==> src/adcsq_consts.vh <==
`ifndef ADCSQ_CONSTS_VH
`define ADCSQ_CONSTS_VH
// Register word indices, taken from byte address bits 7:2
`define ADCSQ_OFS_CMD     6'h00
`define ADCSQ_OFS_SETUP   6'h01
`define ADCSQ_OFS_CHSET   6'h04
`define ADCSQ_OFS_CHCLR   6'h05
`define ADCSQ_OFS_CHSTATE 6'h06
`define ADCSQ_OFS_FLAGS   6'h07
`define ADCSQ_OFS_LATEST  6'h08
`define ADCSQ_OFS_IRQSET  6'h09
`define ADCSQ_OFS_IRQCLR  6'h0a
`define ADCSQ_OFS_IRQSTAT 6'h0b
`define ADCSQ_OFS_RES0    6'h0c
`define ADCSQ_OFS_RES7    6'h13
// Command fields
`define ADCSQ_CMD_SOFT_RESET_BIT   0
`define ADCSQ_CMD_START   1
// Setup fields
`define ADCSQ_SU_HW_TRIGGER_ENABLE    0
`define ADCSQ_SU_TRIGGER_SELECT   3:1
`define ADCSQ_SU_LOW_RESOLUTION   4
`define ADCSQ_SU_SLEEP    5
`define ADCSQ_SU_PRESC    13:8
`define ADCSQ_SU_START    20:16
`define ADCSQ_SU_SHT      27:24
`define ADCSQ_SU_MASK     32'h0f1f3f3f
`define ADCSQ_SU_RESET    32'h00000000
// Flag fields
`define ADCSQ_FL_DONE     7:0
`define ADCSQ_FL_OVR      15:8
`define ADCSQ_FL_DATA_READY     16
`define ADCSQ_FL_GOVR     17
`define ADCSQ_FL_RX_COUNT_END    18
`define ADCSQ_FL_RXBUF    19
`define ADCSQ_IRQ_MASK    32'h000fffff
// Trigger select codes
`define ADCSQ_TRG_TMR0    3'h0
`define ADCSQ_TRG_TMR1    3'h1
`define ADCSQ_TRG_TMR2    3'h2
`define ADCSQ_TRG_EXT     3'h6
// Start-up interval multiplier in converter clocks
`define ADCSQ_STARTUP_MUL 4'h8
`endif

==> src/adcsq_top.v <==
`timescale 1ns/1ps
`include "adcsq_consts.vh"

// Overview of operation
// - Soft reset bit restores reset state, edge histories aside
// - Start bit launches sequence over enabled channels
// - Trigger disabled: only software starts count
// - Trigger enabled: selected source starts too
// - Codes 0-2 timers, 6 external pin
// - Converter clock is master over 2(p+1)
// - Start-up waits 8 times (field+1) clocks
// - Sample-hold lasts field converter clocks
// - Enable register ones enable channels
// - Disable register ones disable channels
// - Channel state shows enabled channels
// - Done flags need enabled and completed
// - Overrun flags per channel since read
// - Data ready flags unread latest result
// - General overrun flag since last read
// - Receive count end since counter write
// - Buffers full when both counters zero
// - Latest result held until next conversion
// - Mask set register ones set masks
// - Mask clear register ones clear masks
// - Mask state mirrors flag layout
// - Low resolution gives 8-bit results, bytes
// - Sleep powers cell per sequence; triggers still start it
// - Result reads clear done; latest read clears ready too
// - Overwrites set overruns; flag read clears
module adcsq_top #(
   parameter NUM_CH  = 8,
   parameter RES_W   = 10
) (
   input  wire              REF_CLK,
   input  wire              RST_N,
   input  wire              CE,
   input  wire              WB_CYC_I,
   input  wire              WB_STB_I,
   input  wire              WB_WE_I,
   input  wire [7:0]        WB_ADR_I,
   input  wire [3:0]        WB_SEL_I,
   input  wire [31:0]       WB_DAT_I,
   output wire [31:0]       WB_DAT_O,
   output wire              WB_ACK_O,
   input  wire [2:0]        TIMER_WAVE_OUTPUT,
   input  wire              EXTERNAL_TRIGGER_PIN,
   output wire              CONVERTER_CLOCK,
   output wire              ADC_POWER_ON,
   output wire [2:0]        ADC_CHANNEL_SEL,
   output wire              ADC_SAMPLE,
   output wire              ADC_CONVERT_START,
   input  wire              ADC_DONE,
   input  wire [RES_W-1:0]  ADC_RESULT,
   input  wire              DMA_RX_COUNT_ZERO,
   input  wire              DMA_RX_NEXT_ZERO,
   input  wire              DMA_COUNTER_WRITE,
   output wire              DMA_RX_REQ,
   output wire              DMA_BYTE_XFER,
   output wire              IRQ
);

   localparam S_IDLE   = 2'h0;
   localparam S_WAKE   = 2'h1;
   localparam S_SAMPLE = 2'h2;
   localparam S_CONV   = 2'h3;

   reg                ack_q;
   reg  [31:0]        dat_q;
   reg  [31:0]        setup_q;
   reg  [NUM_CH-1:0]  chen_q;
   reg  [NUM_CH-1:0]  done_q;
   reg  [NUM_CH-1:0]  ovr_q;
   reg                data_ready_q;
   reg                govr_q;
   reg                rx_count_end_q;
   reg                zero_prev_q;
   reg  [19:0]        imask_q;
   reg  [RES_W-1:0]   res_q [0:NUM_CH-1];
   reg  [RES_W-1:0]   latest_q;
   reg  [2:0]         latest_ch_q;
   reg  [1:0]         state_q;
   reg  [2:0]         ch_q;
   reg  [15:0]        cnt_q;
   reg  [5:0]         div_q;
   reg                cclk_q;
   reg                power_q;
   reg                conv_go_q;
   reg                dma_req_q;
   reg                trig_prev_q;

   wire        acc   = WB_CYC_I & WB_STB_I & ~ack_q;
   wire        wr    = acc & WB_WE_I;
   wire        rd    = acc & ~WB_WE_I;
   wire [5:0]  idx   = WB_ADR_I[7:2];
   wire [31:0] bmask = {{8{WB_SEL_I[3]}}, {8{WB_SEL_I[2]}},
                        {8{WB_SEL_I[1]}}, {8{WB_SEL_I[0]}}};
   wire [31:0] wd    = WB_DAT_I & bmask;
   wire [5:0]  res_off = idx - `ADCSQ_OFS_RES0;
   wire [2:0]  res_i = res_off[2:0];
   wire        res_hit = (idx >= `ADCSQ_OFS_RES0) &&
                         (idx <= `ADCSQ_OFS_RES7);

   wire sw_rst   = wr && idx == `ADCSQ_OFS_CMD &&
                   wd[`ADCSQ_CMD_SOFT_RESET_BIT];
   wire sw_start = wr && idx == `ADCSQ_OFS_CMD &&
                   wd[`ADCSQ_CMD_START];
   wire [2:0] tsel  = setup_q[`ADCSQ_SU_TRIGGER_SELECT];
   wire       low_resolution = setup_q[`ADCSQ_SU_LOW_RESOLUTION];
   wire       sleep  = setup_q[`ADCSQ_SU_SLEEP];
   wire [5:0] presc  = setup_q[`ADCSQ_SU_PRESC];
   wire [4:0] stup   = setup_q[`ADCSQ_SU_START];
   wire [3:0] sht    = setup_q[`ADCSQ_SU_SHT];

   // Selected hardware trigger; reserved codes stay low for good
   reg trig_lvl;
   always @* begin
      case (tsel)
         `ADCSQ_TRG_TMR0: trig_lvl = TIMER_WAVE_OUTPUT[0];
         `ADCSQ_TRG_TMR1: trig_lvl = TIMER_WAVE_OUTPUT[1];
         `ADCSQ_TRG_TMR2: trig_lvl = TIMER_WAVE_OUTPUT[2];
         `ADCSQ_TRG_EXT:  trig_lvl = EXTERNAL_TRIGGER_PIN;
         default:         trig_lvl = 1'b0;
      endcase
   end

   // Rising edge only counts while triggers are enabled
   wire hw_start = setup_q[`ADCSQ_SU_HW_TRIGGER_ENABLE] &
                   trig_lvl & ~trig_prev_q;
   wire start_req = sw_start | hw_start;

   // Tick marks each rising edge of the converter clock
   wire div_wrap = (div_q == presc);
   wire tick     = div_wrap & ~cclk_q;

   // Next enabled channel at or above a given index
   function [3:0] next_ch;
      input [NUM_CH-1:0] m;
      input [3:0]        from;
      integer i;
      begin
         next_ch = 4'h0;
         for (i = NUM_CH - 1; i >= 0; i = i - 1) begin
            if (m[i] && i >= from) begin
               next_ch = {1'b1, i[2:0]};
            end
         end
      end
   endfunction

   wire [3:0]  first_ch = next_ch(chen_q, 4'h0);
   wire [3:0]  after_ch = next_ch(chen_q, {1'b0, ch_q} + 4'h1);
   wire [8:0]  wake_len = {4'h0, stup} * {5'h0, `ADCSQ_STARTUP_MUL}
                          + {5'h0, `ADCSQ_STARTUP_MUL};
   wire        done_ok  = (state_q == S_CONV) && ADC_DONE &&
                          chen_q[ch_q] && !conv_go_q;
   // Low resolution keeps the top eight bits, upper two read zero
   wire [RES_W-1:0] res_val = low_resolution ?
        {2'h0, ADC_RESULT[RES_W-1:2]} : ADC_RESULT;

   // Flag set and clear terms; a set in the clearing cycle wins
   reg [NUM_CH-1:0] done_clr;
   reg [NUM_CH-1:0] done_set;
   reg [NUM_CH-1:0] ovr_set;
   always @* begin
      done_clr = {NUM_CH{1'b0}};
      done_set = {NUM_CH{1'b0}};
      ovr_set  = {NUM_CH{1'b0}};
      if (rd && res_hit) begin
         done_clr[res_i] = 1'b1;
      end
      if (rd && idx == `ADCSQ_OFS_LATEST) begin
         done_clr[latest_ch_q] = 1'b1;
      end
      if (done_ok) begin
         done_set[ch_q] = 1'b1;
         ovr_set[ch_q]  = done_q[ch_q];
      end
   end

   wire flags_rd = rd && idx == `ADCSQ_OFS_FLAGS;
   wire rxbuf    = DMA_RX_COUNT_ZERO & DMA_RX_NEXT_ZERO;
   wire [31:0] flags = {12'h000, rxbuf, rx_count_end_q, govr_q, data_ready_q,
                        ovr_q, done_q & chen_q};

   // Register read multiplexer
   reg [31:0] rdata;
   always @* begin
      rdata = 32'h00000000;
      case (idx)
         `ADCSQ_OFS_SETUP:   rdata = setup_q;
         `ADCSQ_OFS_CHSTATE: rdata = {24'h000000, chen_q};
         `ADCSQ_OFS_FLAGS:   rdata = flags;
         `ADCSQ_OFS_LATEST:  rdata = {22'h000000, latest_q};
         `ADCSQ_OFS_IRQSTAT: rdata = {12'h000, imask_q};
         default: begin
            if (res_hit) begin
               rdata = {22'h000000, res_q[res_i]};
            end
         end
      endcase
   end

   // Bus answer: ack one cycle after the request, unmapped reads zero
   always @(posedge REF_CLK or negedge RST_N) begin
      if (!RST_N) begin
         ack_q <= 1'b0;
         dat_q <= 32'h00000000;
      end else if (CE) begin
         ack_q <= acc;
         if (rd) begin
            dat_q <= rdata;
         end
      end
   end

   // Per-channel result storage
   genvar g;
   generate
      for (g = 0; g < NUM_CH; g = g + 1) begin : g_res
         always @(posedge REF_CLK or negedge RST_N) begin
            if (!RST_N) begin
               res_q[g] <= {RES_W{1'b0}};
            end else if (CE) begin
               if (sw_rst) begin
                  res_q[g] <= {RES_W{1'b0}};
               end else if (done_set[g]) begin
                  res_q[g] <= res_val;
               end
            end
         end
      end
   endgenerate

   // Configuration, flags and sequencer; soft reset mirrors hard reset but keeps zero_prev_q and trig_prev_q
   always @(posedge REF_CLK or negedge RST_N) begin
      if (!RST_N) begin
         setup_q     <= `ADCSQ_SU_RESET;
         chen_q      <= {NUM_CH{1'b0}};
         done_q      <= {NUM_CH{1'b0}};
         ovr_q       <= {NUM_CH{1'b0}};
         data_ready_q      <= 1'b0;
         govr_q      <= 1'b0;
         rx_count_end_q     <= 1'b1;
         zero_prev_q <= 1'b1;
         imask_q     <= 20'h00000;
         latest_q    <= {RES_W{1'b0}};
         latest_ch_q <= 3'h0;
         state_q     <= S_IDLE;
         ch_q        <= 3'h0;
         cnt_q       <= 16'h0000;
         div_q       <= 6'h00;
         cclk_q      <= 1'b0;
         power_q     <= 1'b0;
         conv_go_q   <= 1'b0;
         dma_req_q   <= 1'b0;
         trig_prev_q <= 1'b0;
      end else if (CE) begin
         if (sw_rst) begin
            setup_q     <= `ADCSQ_SU_RESET;
            chen_q      <= {NUM_CH{1'b0}};
            done_q      <= {NUM_CH{1'b0}};
            ovr_q       <= {NUM_CH{1'b0}};
            data_ready_q      <= 1'b0;
            govr_q      <= 1'b0;
            rx_count_end_q     <= 1'b1;
            imask_q     <= 20'h00000;
            latest_q    <= {RES_W{1'b0}};
            latest_ch_q <= 3'h0;
            state_q     <= S_IDLE;
            ch_q        <= 3'h0;
            cnt_q       <= 16'h0000;
            div_q       <= 6'h00;
            cclk_q      <= 1'b0;
            power_q     <= 1'b0;
            conv_go_q   <= 1'b0;
            dma_req_q   <= 1'b0;
         end else begin
            // Register writes
            if (wr && idx == `ADCSQ_OFS_SETUP) begin
               setup_q <= (setup_q & ~bmask) |
                          (wd & `ADCSQ_SU_MASK);
            end
            // Disabling mid-sequence is left to software to avoid
            chen_q <= (chen_q
               | ((wr && idx == `ADCSQ_OFS_CHSET) ?
                  wd[NUM_CH-1:0] : {NUM_CH{1'b0}}))
               & ~((wr && idx == `ADCSQ_OFS_CHCLR) ?
                  wd[NUM_CH-1:0] : {NUM_CH{1'b0}});
            imask_q <= (imask_q
               | ((wr && idx == `ADCSQ_OFS_IRQSET) ?
                  wd[19:0] : 20'h00000))
               & ~((wr && idx == `ADCSQ_OFS_IRQCLR) ?
                  wd[19:0] : 20'h00000);

            // Status flags, set beats clear
            done_q <= (done_q & ~done_clr) | done_set;
            ovr_q  <= (ovr_q & {NUM_CH{~flags_rd}}) | ovr_set;
            govr_q <= (govr_q & ~flags_rd) |
                      (done_ok & data_ready_q);
            data_ready_q <= (data_ready_q & ~(rd && idx == `ADCSQ_OFS_LATEST)) |
                      done_ok;
            zero_prev_q <= DMA_RX_COUNT_ZERO;
            rx_count_end_q <= (rx_count_end_q & ~DMA_COUNTER_WRITE) |
                       (DMA_RX_COUNT_ZERO & ~zero_prev_q);
            dma_req_q <= done_ok;
            if (done_ok) begin
               latest_q    <= res_val;
               latest_ch_q <= ch_q;
            end

            // Converter clock divider
            if (div_wrap) begin
               div_q  <= 6'h00;
               cclk_q <= ~cclk_q;
            end else begin
               div_q <= div_q + 6'h01;
            end
            trig_prev_q <= trig_lvl;
            conv_go_q   <= 1'b0;

            // Sequencer; starts outside idle are dropped
            case (state_q)
               S_IDLE: begin
                  if (!sleep) begin
                     power_q <= power_q;
                  end
                  if (start_req && first_ch[3]) begin
                     ch_q  <= first_ch[2:0];
                     cnt_q <= 16'h0000;
                     if (power_q) begin
                        state_q <= S_SAMPLE;
                     end else begin
                        power_q <= 1'b1;
                        state_q <= S_WAKE;
                     end
                  end
               end
               S_WAKE: begin
                  if (tick) begin
                     if (cnt_q + 16'h0001 >= {7'h00, wake_len}) begin
                        cnt_q   <= 16'h0000;
                        state_q <= S_SAMPLE;
                     end else begin
                        cnt_q <= cnt_q + 16'h0001;
                     end
                  end
               end
               S_SAMPLE: begin
                  if (sht == 4'h0 ||
                      (tick && cnt_q + 16'h0001 >= {12'h000, sht})) begin
                     cnt_q     <= 16'h0000;
                     conv_go_q <= 1'b1;
                     state_q   <= S_CONV;
                  end else if (tick) begin
                     cnt_q <= cnt_q + 16'h0001;
                  end
               end
               S_CONV: begin
                  if (ADC_DONE && !conv_go_q) begin
                     if (after_ch[3]) begin
                        ch_q    <= after_ch[2:0];
                        state_q <= S_SAMPLE;
                     end else begin
                        state_q <= S_IDLE;
                        if (sleep) begin
                           power_q <= 1'b0;
                        end
                     end
                  end
               end
               default: state_q <= S_IDLE;
            endcase
         end
      end
   end

   assign WB_ACK_O          = ack_q;
   assign WB_DAT_O          = dat_q;
   assign CONVERTER_CLOCK   = cclk_q;
   assign ADC_POWER_ON      = power_q;
   assign ADC_CHANNEL_SEL   = ch_q;
   assign ADC_SAMPLE        = (state_q == S_SAMPLE);
   assign ADC_CONVERT_START = conv_go_q;
   assign DMA_RX_REQ        = dma_req_q;
   assign DMA_BYTE_XFER     = low_resolution;
   // Single request line for all unmasked flags
   assign IRQ = |(flags[19:0] & imask_q);

endmodule

==> config.mk <==
export PLATFORM = sky130hd
export DESIGN_NAME = adcsq_top
export DESIGN_NICKNAME = d
export VERILOG_FILES = /design/src/adcsq_top.v
export VERILOG_INCLUDE_DIRS = /design/src
export SDC_FILE = /design/constraint.sdc
export NUM_CORES = 1
export LEC_CHECK = 0
export BUFFER_PORTS_ARGS = -buffer_cell sky130_fd_sc_hd__buf_2
export CORE_UTILIZATION = 35
export DETAILED_ROUTE_END_ITERATION = 8
export PLACE_DENSITY_LB_ADDON = 0.08
export REMOVE_ABC_BUFFERS = 1
export SLEW_MARGIN = 40
export SYNTH_ARGS = -nofsm -noshare
export SYNTH_HDL_FRONTEND = slang
export SYNTH_SLANG_ARGS = --single-unit
==> constraint.sdc <==
create_clock -name REF_CLK -period 2.8 [get_ports REF_CLK]
set_input_delay 0.56 -clock REF_CLK [delete_from_list [all_inputs] [get_ports REF_CLK]]
set_output_delay 0.56 -clock REF_CLK [all_outputs]
set_load 0.005 [all_outputs]
==> impl_metrics.yaml, run 1 <==
outcome:
  status: "complete, no violations"
final_layout:
  layout_commonest_cell: "dfrtp_1"
  fillCellCount: 3299
  seq_area_um2: 5960
  drive_above_1_share: 0.258
  layout.nets: 1547
  multi_input_area_um2: 6050
  syn_to_final_growth_pct: 27.4
  fin_area_um2: 15500
  layout_common_cells: "dfrtp_1 (231), nand2_1 (224), o21ai_0 (165)"
route:
  ant_nets: 0
  drt-wirelength-per-cell_um: 20.9
  wl_um: 40300
  num_vias: 10600
  drt_first_pass_iters: 5
  viasPerCell: 5.50
  wl_met3_um: 1590
  wl_met1_um: 19100
  routed-wl-met2_um: 18600
  top_layer_used: "met4"
  drt_iter0_markers: 683
  drc: 0
yosys:
  yosysWarnings: 0
  synth_edf_count: 0
  ys.flop_type: "dfrtp_1"
  synth_seq_cells: 238
  ys_types: 68
  yosysSeqAreaShare: 0.491
  syn_avg_cell_area_um2: 9.61
  syn_area_um2: 12100
  synthArstFlopShare: 1.00
  syn_inst: 1262
critical_path:
  crit_path_start_kind: "register"
  cp-startpoint: "cnt_q[0]"
  cp_common_cell: "buf_6"
  arrival_ns: 3.27
  crit_path_end_kind: "register"
  critPathKind: "register to register"
  required_ns: 3.28
  r2r_cells: 14
  rrSetupSlack_ns: 0.007
  cpMaxStageDelayCell: "dfrtp_2"
  cp_max_fo: 4
  max_stage_delay_ns: 0.45
  r2r_end: "state_q[0]"
  r2r_start: "cnt_q[0]"
  path_cells: "ha_4 > buf_6 > nand2_1 > nor2_2 > xor2_1 > ha_1 > and3_4 > o311ai_4 > nand3_2 > nor4_2 > a311o_1 > buf_6 > or3_1 > nand3_1"
worst_hold_path:
  min_path_cells: 2
  hold_path_class: "input pin to register"
  whs_endpoint: "setup_q[24]"
  min_from: "WB_DAT_I[24]"
clock_network:
  cts_tree: "done"
  clk_pin_slew_ns: 0.06
  numClockSinks: 238
  clk_path_buf_depth: 3
  cts_max_level: 1
  clock_latency_ns: 0.55
  clockRootBuffer: "clkbuf_16"
  cts_buffers: 28
timing:
  clock.fmax_mhz: 358
  hold_violations: 0
  slew_violations: 0
  period_minus_slack_ns: 2.79
  fin_setup_tns_ns: 0
  setup_slack_ns: 0.00662
  relSlewSlack: 0.495
  rsz0062_at_grt: "yes"
  hold_ws_ns: 0.247
  period_share: 0.998
  fin_worst_skew_ns: 0.0124
  finalSetupViolCount: 0
  worstMarginPinSlew_ns: 0.757
die:
  die-area_um2: 35400
  die_h_um: 188
  fp.dieW_um: 188
  initial_core_util: 0.359
  rows: 67
  ios: 111
  coreArea_um2: 33800
placement:
  dp_hpwl_um: 28800
  port_buffers: 101
  place_congestion: 0.888
  place_area_um2: 14200
  pre_cts_slack_ns: -0.191
power_and_ir_drop:
  p_leak_nw: 6.93
  power.density_nw_per_um2: 582
  ir_drop_mv: 0.430
job:
  maxCapViolations: 0
global_route:
  antenna_found_initial: 0
  grt_overflow: 0
  grt_use_total: 0.230
  grt_pass1_wl_um: 63500
  first_global_vias: 10600
  grt_max_degree: 81
-- area by class of cell --
cell class,instances,share of cell area
flip-flops and latches,238,0.386
diodes,1,0.000162
multi-input cells,910,0.392
clock inverters,14,0.00818
inverters,40,0.00972
repair buffers,242,0.116
clock buffers,38,0.0517
well taps,448,0.0363
-- power breakdown --
part | internal, mW | switching, mW
clock network | 2.18 | 1.49
logic | 0.660 | 0.915
registers | 3.58 | 0.174
total | 6.42 | 2.58
-- synth_stat cells (4+ instances only) --
cell type,count,share of area
o21ai_1,24,0.0099
dfrtp_1,236,0.49
a31oi_1,17,0.0088
clkbuf_1,63,0.019
and2_1,25,0.013
xor2_1,8,0.0058
nor4_1,10,0.0052
mux4_2,22,0.041
nand2_1,226,0.070
and3_1,19,0.0098
mux2_2,14,0.013
nor3b_1,5,0.0031
ha_1,19,0.020
a22oi_1,15,0.0093
nor2_1,47,0.015
a21oi_1,28,0.012
nand2b_1,16,0.0083
buf_1,8,0.0025
nor4b_1,5,0.0036
inv_1,40,0.012
nor2b_1,4,0.0021
o31ai_1,17,0.011
or4_1,4,0.0025
mux2i_1,9,0.0074
a32o_1,18,0.015
nor3_1,13,0.0054
nand3_1,31,0.013
a21o_1,4,0.0025
nand4_1,9,0.0046
o22ai_1,6,0.0031
o2bb2ai_1,9,0.0065
o31a_1,4,0.0029
a22o_1,44,0.032
o211ai_1,4,0.0025
o21ai_0,166,0.068
xnor2_1,13,0.0094
a221oi_1,12,0.0087
-- per-layer routing --
| metal | track usage | up-vias |
|---|---|---|
| li1 | - | 4997 |
| met1 | 0.332 | 5292 |
| met2 | 0.368 | 267 |
| met3 | 0.0211 | 58 |
| met4 | 0.0582 | 0 |
| met5 | 0 | - |
-- logic make-up (layout without fill, tap and decap cells) --
kind of cell,after synthesis,in the layout,share of synthesized area
multiplexers,48,48,0.0641
adder cells (fa/ha/maj),19,19,0.0196
AND/OR/NAND/NOR,431,431,0.165
AO/OA/AOI/OAI,391,391,0.209
flip-flops,238,238,0.491
buffers and inverters,114,334,0.0356
XOR/XNOR,21,21,0.0152
other,0,1,0
-- worst max path at each step --
stage               depth (start not counted)                 end
CTS                                         5                 IRQ
finish                                     14          state_q[0]
global placement                            7  ADC_CHANNEL_SEL[0]
floorplan                                   6         imask_q[10]
detailed placement                          7  ADC_CHANNEL_SEL[1]
global route                               14            cnt_q[0]
-- stage by stage --
| step | total power, mW | std cells | utilization |
|---|---|---|---|
| final | 9.00 | 1931 | 0.457 |
| after global routing | 9.40 | 1930 | 0.457 |
| after CTS | 9.04 | 1929 | 0.450 |
| after detailed placement | 5.31 | 1875 | 0.419 |
| after global placement | 5.30 | 1875 | 0.419 |
| after floorplan | 4.57 | 1188 | - |
-- sequential cells by signal (all words and copies together) (netlist names), 6 cells and up --
name and cells:
imask_q 20, ovr_q 8, WB_DAT_O 32, latest_q 10
div_q 6, cnt_q 16, setup_q 32, done_q 8
res_q 80, chen_q 8
-- critical path, delay by kind of cell (launching register included) --
kind	cells	cell delay, ns
xor+xnor	1	0.19
fa+ha+maj	2	0.51
compound gates	2	0.42
simple gates	7	0.89
flops	1	0.45
buf+inv	2	0.26
-- timing repair --
item	in CTS	in global routing
pin swaps	16	23
endpoints found under the setup margin	11	19
resized for setup	21	40
hold buffers	1	0
hold endpoints to repair	52	0
setup buffers	1	3
No activity file was read; power rests on OpenSTA's default activity.
==> inputs of run 2 (changes only) <==
CAP_MARGIN = 20   (was unset)
CELL_PAD_IN_SITES_DETAIL_PLACEMENT = 0   (was unset)
CELL_PAD_IN_SITES_GLOBAL_PLACEMENT = 1   (was unset)
==> run 2 against run 1 <==
  * Hold slack about the same
  * Clock skew down 0.0026 ns
  * Flip-flop and latch count unchanged
  * Sequential share of layout area down 0.37 points
  * Final area up 0.95%
  * Sequential power about the same
  * Register-to-register slack better by 0.02 ns
  * Final cell count up 0.88%
  * Count of clock-buffer cells in the layout down 1
  * Utilization up 0.43 points
  * First-iteration DRC count up 15%
  * Via count up 0.24%
  * Largest cell class unchanged
  * Largest power group is now the clock network
  * Highest routed layer unchanged
==> impl_metrics.yaml, run 2 (same netlist as run 1, synthesis figures left out) <==
final_layout:
  layout_common_cells: "dfrtp_1 (232), nand2_1 (223), o21ai_0 (164)"
  layout.nets: 1568
  regMostFlops: "res_q"
  layout_commonest_cell: "dfrtp_1"
  largest_reg_flops: 80
  syn_to_final_growth_pct: 28.6
  fin_area_um2: 15600
  fillCellCount: 3313
  drive_above_1_share: 0.270
route:
  drt-wirelength-per-cell_um: 21.4
  drc: 0
  wl_um: 41700
  drt_iter0_markers: 784
  ant_nets: 0
  drt_first_pass_iters: 5
  viasPerCell: 5.46
  num_vias: 10600
global_route:
  grt_overflow: 0
  grt_max_degree: 87
  first_global_vias: 10700
  grt_pass1_wl_um: 64300
  grt_use_total: 0.235
  antenna_found_initial: 2
placement:
  port_buffers: 101
  place_congestion: 0.861
  place_area_um2: 14200
  dp_hpwl_um: 30100
timing:
  fin_worst_skew_ns: 0.00973
  slew_violations: 0
  clock.fmax_mhz: 360
  rsz0062_at_grt: "yes"
  period_share: 0.992
  finalSetupViolCount: 0
  hold_violations: 0
  relSlewSlack: 0.490
  period_minus_slack_ns: 2.78
  worstMarginPinSlew_ns: 0.744
clock_network:
  cts_tree: "done"
  clock_latency_ns: 0.55
  cts_buffers: 28
  clockRootBuffer: "clkbuf_16"
  clk_path_buf_depth: 3
  numClockSinks: 238
  cts_max_level: 1
  clk_pin_slew_ns: 0.06
die:
  die_h_um: 188
  coreArea_um2: 33800
  rows: 67
  fp.dieW_um: 188
  initial_core_util: 0.359
  ios: 111
  die-area_um2: 35400
critical_path:
  r2r_cells: 14
  critPathKind: "register to register"
  crit_path_end_kind: "register"
  r2r_start: "cnt_q[0]"
  r2r_end: "cnt_q[3]"
  rrSetupSlack_ns: 0.02
  crit_path_start_kind: "register"
  arrival_ns: 3.20
  required_ns: 3.22
  cp_max_fo: 5
power_and_ir_drop:
  ir_drop_mv: 0.436
  power_mw: 9.29
  power.density_nw_per_um2: 595
  p_leak_nw: 7.02
worst_hold_path:
  whs_endpoint: "setup_q[25]"
  hold_path_class: "input pin to register"
  min_path_cells: 2
  min_from: "WB_DAT_I[25]"
job:
  maxCapViolations: 0
outcome:
  status: "complete, no violations"
==> run 2: cell types whose count changed in the layout (fill, tap and decap cells not counted), sizes merged <==
cell | previous run | this run
clkinv | 11 | 2
bufinv | 2 | 4
clkbuf | 38 | 37
clkinvlp | 1 | 5
buf | 241 | 262
==> run 2: through the flow <==
stage               hold WS (ns)  std cells  setup WS (ns)  utilization  setup TNS (ns)
floorplan                  0.264       1188          -1.61            -         -177.21
global placement           0.457       1889         -0.238        0.422           -7.42
detailed placement         0.461       1889         -0.282        0.422           -9.66
CTS                        0.222       1943        -0.0279        0.454         -0.0425
global route               0.238       1947         -0.139        0.462           -1.21
finish                     0.248       1948         0.0225        0.462               0
==> run 2: worst max path at each step <==
stage,start,to,slack (ns),depth (start not counted)
after global routing,cnt_q[0],cnt_q[1],-0.14,12
after floorplan,WB_ADR_I[5],imask_q[10],-1.61,6
after detailed placement,WB_ADR_I[5],ovr_q[3],-0.28,7
after global placement,WB_ADR_I[5],ADC_CHANNEL_SEL[0],-0.24,9
final,cnt_q[0],cnt_q[3],0.02,14
after CTS,cnt_q[0],cnt_q[0],-0.03,13
==> run 2: critical path: stages (launching register included) <==
cell	delay, ns
dfrtp_2	0.45
ha_4	0.21
buf_4	0.14
nand2_2	0.08
nor2_4	0.04
xor2_2	0.18
ha_1	0.27
and3_4	0.18
o311ai_2	0.10
nand3_2	0.12
nor4_4	0.05
a311o_1	0.37
buf_6	0.14
a41oi_1	0.23
o22ai_2	0.10
==> run 2: layout make-up <==
class                           instances  area, um2  share of cell area
Antenna cell                            1       2.50            0.000160
Clock inverter                         11        168              0.0107
Timing Repair Buffer                  263       1910               0.122
Tap cell                              448        561              0.0359
Multi-Input combinational cell        910       6030               0.386
Clock buffer                           37        816              0.0523
Sequential cell                       238       5960               0.382
Inverter                               40        150             0.00963
==> run 2: layer usage <==
layer | vias up | wire (um) | track usage
met5 | - | 0 | 0
met4 | 0 | 947 | 0.0560
met3 | 56 | 2230 | 0.0290
met2 | 297 | 19700 | 0.388
met1 | 5242 | 18800 | 0.328
li1 | 5044 | - | -
==> run 2: timing repair <==
action                     CTS  global route
buffers inserted             5             5
gates cloned                 0             0
resized for setup           11            47
setup endpoints to repair   12            53
pin swaps                    2            25
hold endpoints to repair    32             0
hold buffers                 1             0
==> run 2: report_power, final <==
part	total (mW)	switching, mW	internal, mW
Sequential	3.76	0.185	3.58
Clock	3.90	1.51	2.40
Combinational	1.62	0.940	0.684
Total	9.29	2.63	6.66
==> inputs of run 3 (changes only) <==
GPL_TIMING_DRIVEN = 0   (was unset)
==> run 3 against run 2 <==
  * The run now ends with negative setup slack left
  * Combinational power decreased by 10%
  * Final cell count decreased by 5.9%
  * Total power decreased by 3.2%
  * Count of clock-buffer cells in the layout increased by 4
  * Clock skew increased by 0.012 ns
  * Global-route usage decreased by 0.27 points
  * Register-to-register slack about the same
  * Critical path depth decreased by 9
  * Via count decreased by 3.4%
  * Largest power group is now sequential cells
==> impl_metrics.yaml, run 3 (same netlist as run 1, synthesis figures left out) <==
timing:
  hold_violations: 0
  clock.fmax_mhz: 353
  rsz0062_at_grt: "yes"
  period_minus_slack_ns: 2.83
  slew_violations: 0
  worstMarginPinSlew_ns: 0.782
  hold_ws_ns: 0.231
  relSlewSlack: 0.479
  finalSetupViolCount: 1
  fin_worst_skew_ns: 0.0213
  period_share: 1.01
  setup_slack_ns: -0.0296
critical_path:
  path_cells: "and3_1 > a31oi_2 > nand4_1 > or3_4 > buf_6"
  arrival_ns: 2.27
  crit_path_end_kind: "output port"
  max_stage_delay_ns: 0.47
  rrSetupSlack_ns: 0.03
  critPathKind: "register to output port"
  required_ns: 2.24
  cpMaxStageDelayCell: "dfrtp_2"
  r2r_end: "state_q[0]"
  r2r_start: "cnt_q[0]"
  crit_path_start_kind: "register"
  r2r_cells: 13
  cp_max_fo: 8
power_and_ir_drop:
  power.density_nw_per_um2: 605
  p_leak_nw: 6.47
  ir_drop_mv: 0.497
outcome:
  status: "finished with violations"
  violations: "negative setup slack"
final_layout:
  regMostFlops: "res_q"
  diodes: 0
  layout.nets: 1453
  fillCellCount: 3340
  syn_to_final_growth_pct: 22.6
  drive_above_1_share: 0.230
  layout_common_cells: "dfrtp_1 (227), nand2_1 (220), o21ai_0 (165)"
  largest_reg_flops: 80
  layout_commonest_cell: "dfrtp_1"
  fin_util: 0.440
clock_network:
  cts_buffers: 29
  clk_pin_slew_ns: 0.06
  numClockSinks: 238
  cts_tree: "done"
  clk_path_buf_depth: 3
  clockRootBuffer: "clkbuf_16"
  clock_latency_ns: 0.57
  cts_max_level: 1
route:
  ant_nets: 0
  wl_um: 40900
  drt_iter0_markers: 736
  drt_first_pass_iters: 5
  drt-wirelength-per-cell_um: 22.3
  num_vias: 10300
  drc: 0
  viasPerCell: 5.60
placement:
  port_buffers: 101
  pre_cts_slack_ns: -1.36
  dp_hpwl_um: 27500
  place_congestion: 0.832
die:
  die_h_um: 188
  coreArea_um2: 33800
  fp.dieW_um: 188
  ios: 111
  rows: 67
  initial_core_util: 0.359
  die-area_um2: 35400
global_route:
  grt_use_met2: 0.364
  first_global_vias: 10100
  grt_max_degree: 68
  met3_usage: 0.0341
  use_met1: 0.334
  top_usage_layer: "met2"
  antenna_found_initial: 1
  grt_overflow: 0
  grt_use_total: 0.233
  grt_pass1_wl_um: 63100
job:
  maxCapViolations: 0
worst_hold_path:
  hold_path_class: "input pin to register"
  min_path_cells: 2
  min_from: "WB_DAT_I[5]"
  whs_endpoint: "setup_q[5]"
run 3: what timing repair did:
item / in CTS / in global routing
resized for setup: 42 / 34
hold endpoints to repair: 3 / 0
hold buffers: 1 / 0
endpoints found under the setup margin: 133 / 132
pin swaps: 15 / 20
gates cloned: 2 / 0
setup buffers: 9 / 15
run 3: worst max path at each step:
stage / from / to / depth (start not counted)
final: chen_q[0] / IRQ / 5
after global routing: cnt_q[0] / cnt_q[3] / 12
after CTS: ovr_q[4] / IRQ / 5
after detailed placement: CE / imask_q[12] / 6
after global placement: WB_ADR_I[2] / imask_q[12] / 8
after floorplan: WB_ADR_I[5] / imask_q[10] / 6
run 3: through the flow:
| step | cell area, um2 | total power [mW] | setup TNS [ns] | instances |
|---|---|---|---|---|
| after global placement | 12900 | 5.12 | -1834.26 | 1737 |
| after global routing | 14900 | 9.40 | -0.998 | 1834 |
| after floorplan | 11800 | 4.57 | -177.21 | 1188 |
| after CTS | 14600 | 9.04 | -0.0521 | 1819 |
| after detailed placement | 13400 | 5.18 | -119.88 | 1756 |
| final | 14900 | 8.99 | -0.0296 | 1834 |
run 3: layout make-up:
class / count / area, um2 / share of cell area
Timing Repair Buffer: 145 / 1000 / 0.0674
Tap cell: 448 / 561 / 0.0377
Clock buffer: 41 / 821 / 0.0552
Inverter: 40 / 150 / 0.0101
Multi-Input combinational cell: 912 / 6260 / 0.421
Sequential cell: 238 / 5970 / 0.402
Clock inverter: 10 / 106 / 0.00715
run 3: power by group:
part | switching (mW) | internal [mW]
clock | 1.51 | 2.21
combinational | 0.884 | 0.562
sequential | 0.246 | 3.58
total | 2.64 | 6.35
run 3: metal layers:
metal / wire length [um] / share of wire / vias up
met1: 19500 / 0.48 / 5149
li1: - / - / 4823
met5: 13 / 0.00032 / -
met4: 977 / 0.024 / 2
met2: 18700 / 0.46 / 245
met3: 1790 / 0.044 / 57
run 3: critical path, delay by kind of cell (launching register included):
family / cells / cell delay, ns
buffers and inverters: 1 / 0.13
AO/OA/AOI/OAI: 1 / 0.22
AND/OR/NAND/NOR: 3 / 0.88
flip-flops: 1 / 0.47
